`src/include/pscp_pkg.sv`:
```
// Purpose: Shared constants and types of the passive serial configuration port.
// Assumes: 125 MHz system clock, APB register access.
// Notes: Long delays are parameters of the top module so that simulation can shorten them.
package pscp_pkg;

  localparam int CLOCK_NS = 8;
  // Power-on reset times, selected by the power-on delay select pin.
  localparam int POR_LONG_MS = 100;
  localparam int POR_SHORT_MS = 12;
  // Longest reset time-out after an error when auto-restart is on.
  localparam int RESTART_TIMEOUT_US = 40;
  // Delay from load complete going high until the user clock is accepted.
  localparam int DONE_TO_USER_CLOCK_NS = 2000;
  localparam int DONE_TO_USER_CLOCK_CYCLES = (DONE_TO_USER_CLOCK_NS + CLOCK_NS - 1) / CLOCK_NS;
  // Internal oscillator of about 10 MHz, derived by dividing the system clock.
  localparam int OSC_PERIOD_NS = 100;
  localparam int OSC_DIV_CYCLES = OSC_PERIOD_NS / CLOCK_NS;
  localparam int INIT_CYCLES = 299;

  // Register byte addresses.
  localparam logic [7:0] REG_CTRL = 8'h00;
  localparam logic [7:0] REG_LENGTH = 8'h04;
  localparam logic [7:0] REG_STATUS = 8'h08;
  localparam logic [7:0] REG_BITCNT = 8'h0c;
  // Control field positions and reset values.
  localparam int CTRL_USER_CLK_EN = 0;
  localparam int CTRL_INIT_DONE_EN = 1;
  localparam int CTRL_AUTO_RESTART = 2;
  localparam logic [2:0] CTRL_RESET = 3'h4;
  localparam logic [31:0] LENGTH_RESET = 32'h0000_0100;
  // Status field positions.
  localparam int STAT_STATE_LSB = 0;
  localparam int STAT_ERROR = 4;
  localparam int STAT_REMOTE = 5;
  localparam int STAT_SCHEME_OK = 6;
  // Scheme select codes.
  localparam logic [3:0] SCHEME_PLAIN = 4'h2;
  localparam logic [3:0] SCHEME_REMOTE = 4'h6;
  // First byte of every bitstream; any other value is a load error.
  localparam logic [7:0] SYNC_BYTE = 8'ha5;

  typedef enum logic [2:0] {
    ST_POR,
    ST_RESET,
    ST_CONFIG,
    ST_DONE_WAIT,
    ST_INIT_DELAY,
    ST_INIT,
    ST_USER,
    ST_ERROR
  } pscp_state_t;

  typedef struct packed {
    logic psel;
    logic penable;
    logic pwrite;
    logic [7:0] paddr;
    logic [31:0] pwdata;
  } pscp_apb_req_t;

  typedef struct packed {
    logic pready;
    logic pslverr;
    logic [31:0] prdata;
  } pscp_apb_rsp_t;

  typedef struct packed {
    logic cfg_req_n;
    logic sclk;
    logic sdata;
    logic status_ln;
    logic done_ln;
    logic uclk;
    logic por_sel;
    logic pull_dis_n;
    logic rlu;
    logic [3:0] scheme_select;
  } pscp_pins_t;

endpackage : pscp_pkg

```
`src/pscp_config_port.sv`:
```
// Purpose: Device side of a passive serial configuration port with APB control.
// Assumes: Every pin input is asynchronous and passes two flip-flops before use.
// Notes: Open-drain pins are split into output, and an enable that is low while driving.
`timescale 1ns/1ns

// How it works
// - Scheme pins 0010 or 0110 choose loading.
// - Power-on reset 100 ms, or 12 ms.
// - Power-on reset drives status low, I/O tri-stated.
// - Weak pull-ups on unless pull-up disable high; off in power-on reset and user mode.
// - Stages reset, load, init; reset while lines low.
// - Request high releases status, loading begins.
// - Data sampled on each serial clock rise.
// - All data received releases load complete.
// - Internal oscillator default, user clock optional.
// - Internal oscillator supplies all init cycles while user clock is off.
// - Serial clock after loading is ignored.
// - User clock accepted only after done delay.
// - User clock needs 299 cycles to finish.
// - Init complete rises at user mode entry.
// - Init complete released during reset, early load.
// - Option loaded drives init complete low.
// - Error drives status low, auto-restart releases.
module pscp_config_port #(
  parameter int POR_LONG_CYCLES = pscp_pkg::POR_LONG_MS * 1000000 / pscp_pkg::CLOCK_NS,
  parameter int POR_SHORT_CYCLES = pscp_pkg::POR_SHORT_MS * 1000000 / pscp_pkg::CLOCK_NS,
  parameter int RESTART_CYCLES = pscp_pkg::RESTART_TIMEOUT_US * 1000 / pscp_pkg::CLOCK_NS
) (
  input wire logic i_clock, // System clock.
  input wire logic i_srst, // Synchronous reset, high.
  input wire pscp_pkg::pscp_apb_req_t i_apb, // APB request.
  output pscp_pkg::pscp_apb_rsp_t o_apb, // APB answer.
  input wire logic i_config_req_n, // Configuration request, low holds reset.
  input wire logic i_serial_load_clock, // Host serial clock.
  input wire logic i_serial_load_data, // Host serial data.
  input wire logic [3:0] i_scheme_select, // Scheme select pins.
  input wire logic i_remote_local_update_select, // Remote or local update.
  input wire logic i_power_on_delay_select, // High picks the short delay.
  input wire logic i_io_pullup_disable_n, // High turns weak pull-ups off.
  input wire logic i_user_init_clock, // Optional init clock.
  input wire logic i_status_i, // Status line level.
  output logic o_status_o, // Status drive value.
  output logic o_status_oe_n, // Status drive enable, low drives.
  input wire logic i_load_complete_i, // Load complete line level.
  output logic o_load_complete_o, // Load complete drive value.
  output logic o_load_complete_oe_n, // Load complete enable, low drives.
  output logic o_init_complete_o, // Init complete drive value.
  output logic o_init_complete_oe_n, // Init complete enable, low drives.
  output logic o_user_io_hiz, // User I/O tri-stated.
  output logic o_weak_pullup_en, // Weak pull-ups on.
  output logic o_user_mode // Device in user mode.
);
  import pscp_pkg::*;

  typedef struct packed {
    pscp_state_t state;
    // Two synchroniser stages per pin; logic reads only the second.
    pscp_pins_t sync1;
    pscp_pins_t sync2;
    logic sclk_prev;
    logic uclk_prev;
    logic [31:0] cnt;
    logic [7:0] div;
    logic [31:0] bitcnt;
    logic [7:0] shreg;
    logic opt_loaded;
    logic err_flag;
    logic [2:0] ctrl;
    logic [31:0] length;
    logic [31:0] prdata;
    logic pslverr;
  } pscp_regs_t;

  pscp_regs_t q;
  pscp_regs_t d;
  pscp_pins_t pins;
  logic sclk_rise;
  logic uclk_rise;
  logic osc_tick;
  logic init_tick;
  logic scheme_ok;
  logic remote;
  logic [7:0] byte_now;
  logic apb_setup;
  logic apb_write;
  logic [31:0] por_limit;
  logic [31:0] status_word;

  always_comb
  begin
    pins.cfg_req_n = i_config_req_n;
    pins.sclk = i_serial_load_clock;
    pins.sdata = i_serial_load_data;
    pins.status_ln = i_status_i;
    pins.done_ln = i_load_complete_i;
    pins.uclk = i_user_init_clock;
    pins.por_sel = i_power_on_delay_select;
    pins.pull_dis_n = i_io_pullup_disable_n;
    pins.rlu = i_remote_local_update_select;
    pins.scheme_select = i_scheme_select;
  end

  assign sclk_rise = q.sync2.sclk & ~q.sclk_prev;
  assign uclk_rise = q.sync2.uclk & ~q.uclk_prev;
  assign osc_tick = (q.div == 8'(OSC_DIV_CYCLES - 1));
  assign init_tick = q.ctrl[CTRL_USER_CLK_EN] ? uclk_rise : osc_tick;
  assign scheme_ok = (q.sync2.scheme_select == SCHEME_PLAIN) || (q.sync2.scheme_select == SCHEME_REMOTE);
  assign remote = (q.sync2.scheme_select == SCHEME_REMOTE);
  assign byte_now = {q.sync2.sdata, q.shreg[7:1]};
  assign apb_setup = i_apb.psel & ~i_apb.penable;
  assign apb_write = i_apb.psel & i_apb.penable & i_apb.pwrite;
  assign por_limit = q.sync2.por_sel ? 32'(POR_SHORT_CYCLES) : 32'(POR_LONG_CYCLES);

  always_comb
  begin
    status_word = 32'h0;
    status_word[STAT_STATE_LSB +: 3] = q.state;
    status_word[STAT_ERROR] = q.err_flag;
    status_word[STAT_REMOTE] = remote & q.sync2.rlu;
    status_word[STAT_SCHEME_OK] = scheme_ok;
  end

  always_comb
  begin
    d = q;
    // The first stage is read only by the second stage.
    d.sync1 = pins;
    d.sync2 = q.sync1;
    d.sclk_prev = q.sync2.sclk;
    d.uclk_prev = q.sync2.uclk;
    d.div = osc_tick ? 8'h00 : q.div + 8'h01;

    case (q.state)
      ST_POR:
      begin
        // The delay select pin is followed all through the count.
        d.cnt = q.cnt + 32'h1;
        if (q.cnt >= por_limit - 32'h1)
        begin
          d.state = ST_RESET;
          d.cnt = 32'h0;
        end
      end
      ST_RESET:
      begin
        // Counters stay clear until request, status and scheme allow loading.
        d.bitcnt = 32'h0;
        d.shreg = 8'h00;
        d.opt_loaded = 1'b0;
        d.cnt = 32'h0;
        if (q.sync2.cfg_req_n && q.sync2.status_ln && scheme_ok)
        begin
          d.state = ST_CONFIG;
        end
      end
      ST_CONFIG:
      begin
        // Bits arrive low bit first, so each new bit enters at the top.
        if (sclk_rise)
        begin
          d.shreg = byte_now;
          d.bitcnt = q.bitcnt + 32'h1;
          if (q.bitcnt[2:0] == 3'h7)
          begin
            d.opt_loaded = 1'b1;
            if (q.bitcnt[31:3] == 29'h0 && byte_now != SYNC_BYTE)
            begin
              d.state = ST_ERROR;
            end
          end
          if (q.bitcnt + 32'h1 == q.length && d.state == ST_CONFIG)
          begin
            d.state = ST_DONE_WAIT;
          end
        end
      end
      ST_DONE_WAIT:
      begin
        // Initialisation starts once the shared line reads high.
        if (q.sync2.done_ln)
        begin
          d.state = ST_INIT_DELAY;
          d.cnt = 32'h0;
        end
      end
      ST_INIT_DELAY:
      begin
        // User clock edges are not counted until the delay has run out.
        d.cnt = q.cnt + 32'h1;
        if (!q.ctrl[CTRL_USER_CLK_EN] || q.cnt == 32'(DONE_TO_USER_CLOCK_CYCLES - 1))
        begin
          d.state = ST_INIT;
          d.cnt = 32'h0;
        end
      end
      ST_INIT:
      begin
        if (init_tick)
        begin
          d.cnt = q.cnt + 32'h1;
          if (q.cnt == 32'(INIT_CYCLES - 1))
          begin
            d.state = ST_USER;
            d.cnt = 32'h0;
          end
        end
      end
      ST_USER:
      begin
        // Serial clock edges are ignored from here on.
        d.cnt = 32'h0;
      end
      ST_ERROR:
      begin
        if (q.ctrl[CTRL_AUTO_RESTART])
        begin
          d.cnt = q.cnt + 32'h1;
          if (q.cnt == 32'(RESTART_CYCLES - 1))
          begin
            d.state = ST_RESET;
            d.cnt = 32'h0;
          end
        end
        // Without auto-restart only a low request leaves the error stage.
        if (!q.sync2.cfg_req_n)
        begin
          d.state = ST_RESET;
          d.cnt = 32'h0;
        end
      end
      default:
      begin
        d.state = ST_RESET;
      end
    endcase

    // A low request or an externally held status line forces the reset stage.
    if (q.state != ST_POR && q.state != ST_ERROR && q.state != ST_RESET &&
        (!q.sync2.cfg_req_n || !q.sync2.status_ln))
    begin
      d.state = ST_RESET;
      d.cnt = 32'h0;
    end

    // Register access: read data is captured in the setup cycle.
    d.pslverr = 1'b0;
    if (apb_setup)
    begin
      d.prdata = 32'h0;
      if (i_apb.paddr == REG_CTRL)
      begin
        d.prdata = {29'h0, q.ctrl};
      end
      else if (i_apb.paddr == REG_LENGTH)
      begin
        d.prdata = q.length;
      end
      else if (i_apb.paddr == REG_STATUS)
      begin
        d.prdata = status_word;
      end
      else if (i_apb.paddr == REG_BITCNT)
      begin
        d.prdata = q.bitcnt;
      end
      else
      begin
        d.pslverr = 1'b1;
      end
    end
    else
    begin
      d.pslverr = q.pslverr;
    end
    // Writes land in the access cycle; unmapped writes are dropped.
    if (apb_write)
    begin
      if (i_apb.paddr == REG_CTRL)
      begin
        d.ctrl = i_apb.pwdata[2:0];
      end
      else if (i_apb.paddr == REG_LENGTH)
      begin
        d.length = i_apb.pwdata;
      end
      else if (i_apb.paddr == REG_STATUS && i_apb.pwdata[STAT_ERROR])
      begin
        d.err_flag = 1'b0;
      end
    end
    // Setting the error flag comes last so that it wins over a clear.
    if (q.state == ST_ERROR)
    begin
      d.err_flag = 1'b1;
    end
  end

  always_ff @(posedge i_clock)
  begin
    if (i_srst)
    begin
      q <= '0;
      q.state <= ST_POR;
      q.ctrl <= CTRL_RESET;
      q.length <= LENGTH_RESET;
    end
    else
    begin
      q <= d;
    end
  end

  always_comb
  begin
    // Every access finishes in its first access cycle.
    o_apb.pready = 1'b1;
    o_apb.pslverr = q.pslverr;
    o_apb.prdata = q.prdata;
    o_status_o = 1'b0;
    o_load_complete_o = 1'b0;
    o_init_complete_o = 1'b0;
    // Status low during power-on reset, requested reset and errors.
    o_status_oe_n = !(q.state == ST_POR || q.state == ST_ERROR ||
                      (q.state == ST_RESET && !q.sync2.cfg_req_n));
    o_load_complete_oe_n = (q.state == ST_DONE_WAIT || q.state == ST_INIT_DELAY ||
                            q.state == ST_INIT || q.state == ST_USER);
    o_init_complete_oe_n = !(q.ctrl[CTRL_INIT_DONE_EN] && q.opt_loaded &&
                             (q.state == ST_CONFIG || q.state == ST_DONE_WAIT ||
                              q.state == ST_INIT_DELAY || q.state == ST_INIT));
    o_user_io_hiz = (q.state != ST_USER);
    // Pull-ups stay on through loading and initialisation and drop in user mode.
    o_weak_pullup_en = !q.sync2.pull_dis_n && q.state != ST_POR && q.state != ST_USER;
    o_user_mode = (q.state == ST_USER);
  end

endmodule : pscp_config_port

```
`config.mk`:
```
export PLATFORM = sky130hd
export DESIGN_NAME = pscp_config_port
export DESIGN_NICKNAME = d
export VERILOG_FILES = /design/src/include/pscp_pkg.sv /design/src/pscp_config_port.sv
export SDC_FILE = /design/constraint.sdc
export NUM_CORES = 1
export LEC_CHECK = 0
export BUFFER_PORTS_ARGS = -buffer_cell sky130_fd_sc_hd__buf_4
export CAP_MARGIN = 30
export CORE_MARGIN = 5
export CORE_UTILIZATION = 40
export DETAILED_ROUTE_END_ITERATION = 12
export GPL_TIMING_DRIVEN = 0
export PLACE_DENSITY_LB_ADDON = 0.08
export SLEW_MARGIN = 15
export SYNTH_ARGS = -nofsm -noshare
export SYNTH_HDL_FRONTEND = slang
export SYNTH_SLANG_ARGS = --single-unit
```
`constraint.sdc`:
```
create_clock -name i_clock -period 3.32 [get_ports i_clock]
set_input_delay 0.498 -clock i_clock [delete_from_list [all_inputs] [get_ports i_clock]]
set_output_delay 0.498 -clock i_clock [all_outputs]
set_load 0.03 [all_outputs]
```
* Word level (Yosys, flattened, before mapping)
Cells that the tools add are included.
Storage, ports and cells: word-level logic and storage cells 191, output and inout bits 43, bits of input ports 58, flip-flop bits (word level) 181
Cells by class: reduce and logical (&&, ||, !) cells 51, eq/ne operators 44, mux-type cells 47, $lt $le $gt $ge 1, bitwise logic cells 10, add/subtract/negate cells 4
Operator list (count):
- two-way mux 32 bit | 14
- case mux 32 bit (6 select lines) | 1
- case mux 41 bit (2 select lines) | 1
- adder 32 x 1 -> 32 bit (second input constant) | 2
- two-way mux 3 bit | 16
- two-way mux 41 bit | 1
- two-way mux 36 bit | 1
- inequality test 3 bit (second input constant) | 11
- equality test 32 x 13 -> 1 bit (second input constant) | 1
- equality test 32 bit | 1
- equality test 32 x 8 -> 1 bit (second input constant) | 1
- equality test 32 x 9 -> 1 bit (second input constant) | 1
- >= comparator 32 bit | 1
- logical NOT 29 bit | 1
- subtractor 24 x 1 -> 25 bit (second input constant) | 1
- equality test 8 x 4 -> 1 bit (second input constant) | 3
- two-way mux 24 bit | 1
- case mux 3 bit (7 select lines) | 1
- AND reduction 10 bit | 2
- inequality test 2 bit (second input constant) | 8
- equality test 3 bit (second input constant) | 5
- logical AND 1 bit | 13
- logical OR 1 bit | 11
- two-way mux 1 bit | 11
- other kinds (24) | 48

* Logic depth before layout (Yosys ltp)
Gate-level depths: netlist (run 1).
word-level depth 12, depth in mapped cells 11, depth with buffers taken out 10

* Worst setup path after synthesis (run 1)
No wires, ideal clock.
kind flip-flop to flip-flop, start point register q[118] (netlist name), end point register q[178] (netlist name), arrival time 2.590 ns, clock period less this slack 2.660 ns, path slack 0.660 ns, library setup time 0.070 ns, cell stages (with the launch flop) 10, cell sequence dfxtp_1 -> ha_1 -> nand3_1 -> or4_1 -> a2111oi_2 -> o221ai_1 -> or4b_4 -> a221oi_2 -> o21ai_0 -> a21oi_1
On the way: word-level cells in the longest chain between the ends 4, elaborated cells between the ends (all ways) 10, those cells by class order compare (1); eq/ne (7); reduce/logical (2)
RTL lines:
- from (decl) | line pscp_config_port.sv:74 | pscp_regs_t q;
- parallel branches: the longest is 3 deep, another holds >= comparator 32 bit
- AND reduction 10 bit (no line) (*)
Every way passes the cells marked *. A chain may end at the register's enable or synchronous reset.

* Worst setup path after layout (run 1)
start point register q[82] (netlist name), end point register q[178] (netlist name)
On the way: word-level cells in the longest chain between the ends 12, elaborated cells between the ends (all ways) 14, those cells by class add/sub (1); eq/ne (2); mux (8); reduce/logical (3)
RTL lines:
- parallel branches: the longest is 8 deep, another holds adder 32 x 1 -> 32 bit
- two-way mux 3 bit (*) | line pscp_config_port.sv:171 | if (q.bitcnt + 32'h1 == q.length && d.state == ST_CONFIG)
- two-way mux 3 bit (*) | line pscp_config_port.sv:159 | if (sclk_rise)
- case mux 3 bit (7 select lines) (*) | line pscp_config_port.sv:133 | case (q.state)
- two-way mux 1 bit (*) | line pscp_config_port.sv:238 | if (q.state != ST_POR && q.state != ST_ERROR && q.state != ST_RESET &&
Every way passes the cells marked *. The select of a mux whose other input is x is not followed.

==> flow_summary.yaml, run 1 <==
clock_network:
  cts_made_buffers: 17
  cts_tree: "built"
  clock_latency_ps: 440
  h-tree-depth: 4
  clock_path_buffers: 2
  cts_hold_buf: 0
  cts_resized: 0
  cts_setup_buffers: 0
  root_buffer: "clkbuf_16"
  path_clk_slew_ps: 70
  cts.sink_count: 180
place:
  hpwl_mm: 19.5
  place_congestion: 0.899
  port_buffers: 94
  place_worst_setup_slack_ps: 52.1
  place_inst: 1517
layout:
  fillerInstances: 2302
  nets: 1324
  syn2layout_area_growth_pct: 18.2
  num_antenna_cells: 0
  drive_above_1_share_pct: 16.2
  instances_no_fill: 1548
yosys:
  synth-seq-cells: 180
  synth_edf_count: 0
  async_flop_share_pct: 0
  synth_top_cell_by_area: "dfxtp_1"
  yosys_most_used_dff: "dfxtp_1"
  yosysTopAreaCellShare_pct: 39.1
  yosysUniqueCellTypes: 73
  synth_area_leaders: "dfxtp_1, nor2_1, nand2_1"
  syn_inst: 1136
  seq_area_frac_synth_pct: 39.1
  synth.avg_cell_area_um2: 8.12
  synth_area_um2: 9220
  ys_warn_count: 0
grt:
  grt_pass1_vias: 7953
  overflow: 0
  antenna_found_initial: 0
  grt_max_degree: 19
  grtUsageTotal_pct: 20.2
  grt_pass1_wl_mm: 42.7
hold_path:
  worstHoldPathType: "input port to flip-flop"
setup_path:
  worst-path-max-fanout: 8
  worstSetupPathType: "flip-flop to flip-flop"
  cp_data_required_time_ps: 3690
  arrival_ps: 3560
  startpoint_type: "flip-flop"
  end_kind: "flip-flop"
pwr:
  power_uw: 5220
  irDropWorstVdd_mv: 0.331
  p_leak_uw: 0.00416
  p_per_area_nw_per_um2: 479
drt:
  viasPerCell: 5.39
  dr.first_iter.drc_count: 535
  routed_wl_mm: 26.4
  post-route-drc-count: 0
  vias: 8338
  drt-pass1-iter-count: 5
  ant_nets: 0
  wl_per_cell_um: 17.1
sta:
  final-setup-viol-count: 0
  setup_tns_ps: 0
  max-slew-margin-rel_pct: 35.3
  finalHoldViolCount: 0
  drv_slew: 0
  rsz0062_at_grt: "false"
  whs_ps: 264
  layout_min_cycle_time_ps: 3200
  worst_pin_slew_ps: 961
  setup_ws_ps: 125
  max_freq_ghz: 0.313
  fin_crit_sh_pct: 96.2
  skew_ps: 14.8
floorplan:
  core-area_um2: 22600
  num_io_pins: 101
  die_y_um: 162
  initial_core_util_pct: 40.7
  die_w_um: 162
  die-area_um2: 26200
  fp-row-count: 55
outcome:
  status: "completed"
run:
  maxCapViolCount: 0
## state kept, by name, summed over array words and instances (netlist names)
signal / cells
byte_now: 8
d: 15
o_apb: 33
q: 124
## layout by cell type (no fill, tap or decap), types with 3 or more instances in the layout
cell / count
a211oi_1: 4
a21oi_1: 92
a221oi_1: 27
a22oi_1: 7
a311oi_1: 3
a31oi_1: 5
and2_1: 7
and3_1: 19
and4_1: 5
buf_2: 12
buf_4: 131
buf_6: 3
clkbuf_1: 58
clkbuf_16: 17
clkinv_4: 4
conb_1: 4
dfxtp_1: 179
ha_1: 16
inv_1: 15
inv_6: 5
inv_8: 3
mux2_2: 3
mux2i_1: 8
mux4_2: 3
nand2_1: 128
nand2b_1: 4
nand3_1: 42
nand3b_1: 7
nand4_1: 25
nor2_1: 137
nor2b_1: 36
nor3_1: 40
nor3b_1: 3
nor4_1: 25
o21a_1: 3
o21ai_0: 30
or3_1: 11
or4_1: 3
xnor2_1: 46
xor2_1: 40
## per-layer routing
layer | part of all wire [%] | track usage (%) | vias to the layer above | wire, µm
li1 | - | - | 4166 | -
met1 | 47 | 28.1 | 3891 | 12300
met2 | 46 | 32.3 | 238 | 12200
met3 | 5.0 | 2.99 | 43 | 1310
met4 | 2.5 | 6.65 | 0 | 649
met5 | 0 | 0 | - | 0
## cells by family after synthesis
group / count (synthesis) / synth area share [%]
simple gates: 512 / 27.5
compound gates: 197 / 13.6
flops: 180 / 39.1
buf+inv: 129 / 7.46
xor+xnor: 86 / 8.17
fa+ha+maj: 16 / 2.17
mux: 14 / 1.97
other cells: 2 / 0.0815
## synthesized netlist by cell type (all sizes together), types with 2 or more instances
master     n
nor4bb     2
mux2i      8
and4b      2
dfxtp    180
nand2b     4
or4        4
mux4       3
a22oi      7
clkbuf    60
xor2      40
o21ai     30
and3      20
xnor2     46
and2       7
a2111oi    2
mux2       3
ha        16
a311oi     3
nor2     137
o221ai     2
nor2b     36
a211oi     4
and4       5
a21oi     93
nand3b     7
a31oi      5
nand4     25
inv       15
nor4      28
a41o       2
buf       53
nand3     44
nor3b      3
o2111ai    2
a221oi    28
or3       12
conb       2
nor4b      2
nand2    128
o21a       3
or2        2
nor3      40
a22o       2
## power by group
| part | leakage [µW] | total (µW) | internal [µW] | switching (µW) |
|---|---|---|---|---|
| Sequential | 0.00146 | 2270 | 2220 | 46.5 |
| Combinational | 0.00242 | 964 | 348 | 616 |
| Clock | 0.000285 | 1990 | 1020 | 974 |
| Total | 0.00416 | 5220 | 3580 | 1640 |
## worst paths after layout
path	from	end	slack, ps	depth (start not counted)
max	q[82]	q[178]	120	8
min	i_scheme_select[0]	d[152]	260	2
max reg2reg	q[82]	q[178]	120	8
min reg2reg	d[155]	q[155]	440	1
## worst max-delay path, stage by stage (launching register included)
cell       delay, ps
dfxtp_1          490
nand4_1          310
nor4_4           540
and3_1           290
xnor2_1          110
a2111oi_0        570
nand4_1          220
o41a_1           420
a21oi_1          170
## area by class of cell
cell class              instances  area, µm²  share of cell area (%)
multi-input cells             829       4970                    45.6
inverters                      15       56.3                   0.517
clock inverters                14        134                    1.23
well taps                     285        357                    3.27
repair buffers                 95        711                    6.52
flip-flops and latches        180       3600                    33.1
plain buffers                 112        624                    5.73
clock buffers                  18        439                    4.03
## per-stage QoR
step                      area (µm²)  utilization (%)
after floorplan                 9230                -
after global placement         10300             45.4
after detailed placement       10300             45.4
after CTS                      10900             48.0
after global routing           10900             48.1
final                          10900             48.1
Note: power is estimated with default switching activity, not from simulation.
==> run 2: changes to the inputs <==
RECOVER_POWER = 25   (was not set)
==> run 2 against run 1 <==
  * Clock power barely moved
  * Register-to-register slack barely moved
  * Final area decreased by 0.62%
  * Power down 0.26%
  * Final cell count unchanged
  * Global-route usage unchanged
  * Core utilization down 0.30 points
  * Clock-buffer cell count is the same
  * Sequential share of layout area increased by 0.21 points
  * Die area unchanged
==> flow_summary.yaml, run 2 (synthesized netlist as in run 1, its figures left out) <==
clock_network:
  clock_path_buffers: 2
  cts.sink_count: 180
  root_buffer: "clkbuf_16"
  cts_tree: "built"
  clock_latency_ps: 440
  path_clk_slew_ps: 80
  cts_made_buffers: 17
  h-tree-depth: 4
floorplan:
  fp-row-count: 55
  num_io_pins: 101
  die_w_um: 162
  die-area_um2: 26200
  core-area_um2: 22600
  initial_core_util_pct: 40.7
  die_y_um: 162
pwr:
  comb_power_share_pct: 18.3
  p_per_area_nw_per_um2: 481
  irDropWorstVdd_mv: 0.329
  netSwitchingFraction_pct: 31.4
  internal_power_uw: 3570
  power.switching_uw: 1630
  clkPwrFrac_pct: 38.2
  p_leak_uw: 0.00409
  seq_power_share_pct: 43.5
sta:
  finalHoldViolCount: 0
  max_freq_ghz: 0.312
  final-setup-viol-count: 0
  drv_slew: 0
  worst_pin_slew_ps: 973
  max-slew-margin-rel_pct: 34.5
  layout_min_cycle_time_ps: 3210
  setup_ws_ps: 111
  skew_ps: 14.7
  rsz0062_at_grt: "false"
  fin_crit_sh_pct: 96.6
  setup_tns_ps: 0
grt:
  overflow: 0
  grt_pass1_vias: 7953
  grtUsageTotal_pct: 20.2
  grt_max_degree: 19
  antenna_found_initial: 0
  grt_pass1_wl_mm: 42.7
layout:
  final_common_cell: "dfxtp_1"
  multi_input_area_um2: 4970
  largest_reg_flops: 124
  final_cell_mix: "dfxtp_1, nor2_1, nand2_1"
  largest-register: "q"
  num_antenna_cells: 0
  drive_above_1_share_pct: 14.9
  nets: 1324
  regArea_um2: 3600
  fillerInstances: 2314
  fin_area_um2: 10800
  syn2layout_area_growth_pct: 17.4
drt:
  dr.first_iter.drc_count: 533
  viasPerCell: 5.37
  vias: 8312
  wl_per_cell_um: 17.0
  drt-pass1-iter-count: 5
  routed_wl_mm: 26.4
  post-route-drc-count: 0
  ant_nets: 0
hold_path:
  min_to: "d[152]"
  worstHoldPathCells: 2
  worstHoldPathType: "input port to flip-flop"
  hold_start: "i_scheme_select[0]"
setup_path:
  rr_worst_depth: 8
  r2r-end: "q[178]"
  worstPathCellList: "nand4_1 -> nor4_4 -> and3_1 -> xnor2_1 -> a2111oi_0 -> nand4_1 -> o41a_1 -> a21oi_1"
  slowest_stage: "a2111oi_0"
  end_kind: "flip-flop"
  worst-path-max-fanout: 8
  r2r_start: "q[82]"
  startpoint_type: "flip-flop"
  cp_data_required_time_ps: 3680
  cpPeakStageDelay_ps: 580
  reg2reg_setup_slack_ps: 110
  worstSetupPathType: "flip-flop to flip-flop"
  cp_common_cell: "nand4_1"
  arrival_ps: 3570
place:
  place_congestion: 0.899
  post_dp_cell_area_um2: 10300
  hpwl_mm: 19.5
  place_worst_setup_slack_ps: 52.1
  port_buffers: 94
outcome:
  status: "completed"
run:
  maxCapViolCount: 0
## run 2: cell types whose count changed in the layout (fill, tap and decap cells not counted), sizes merged
cell	change
clkbuf	+18
buf	-18
## run 2: final cells by class
cell class | count | share of cell area, %
inverter | 15 | 0.520
tap | 285 | 3.29
clock inverter | 14 | 1.24
sequential | 180 | 33.3
buffer | 112 | 5.70
timing repair buffer | 95 | 6.01
clock buffer | 18 | 4.06
multi-input combinational | 829 | 45.9
## run 2: worst max-delay path by stage
stage	end	startpoint	depth (start not counted)	slack [ps]
3_3_place_gp	q[127]	q[158]	11	70
3_5_place_dp	q[123]	q[158]	11	50
4_1_cts	q[123]	q[158]	11	20
2_1_floorplan	q[178]	q[118]	9	660
5_1_grt	q[144]	q[110]	9	30
6_report	q[178]	q[82]	8	110
## run 2: worst max-delay path, delay by kind of cell, from the launching register on
kind / cells / cell delay (ps)
AO/OA/AOI/OAI: 3 / 1170
XOR/XNOR: 1 / 110
flip-flops: 1 / 490
AND/OR/NAND/NOR: 4 / 1360
## run 2: per-stage QoR
stage               hold slack, ps  power, µW  instances  utilization, %
floorplan                      414       2940       1138               -
global placement               417       3270       1517            45.4
detailed placement             420       3270       1517            45.4
CTS                            249       5250       1549            48.0
global route                   268       5430       1548            47.8
finish                         264       5210       1548            47.8
## run 2: repair_timing
item | CTS | global route
gates resized for setup | 0 | 6
setup buffers | 0 | 0
setup endpoints to repair | 0 | 31
hold buffers | 0 | 0
## run 2: layer usage
metal / global-route usage (%) / vias up / routed length (µm)
li1: - / 4158 / -
met1: 28.1 / 3871 / 12200
met4: 6.65 / 0 / 624
met5: 0 / - / 0
met2: 32.3 / 244 / 12200
met3: 2.99 / 39 / 1360
## run 2: power groups by stage
stage | Clock [µW] | Combinational, µW | Sequential (µW)
finish | 1990 | 954 | 2270
global route | 2110 | 1050 | 2270
CTS | 2030 | 958 | 2260
detailed placement | 0 | 952 | 2320
global placement | 0 | 954 | 2310
floorplan | 0 | 638 | 2300
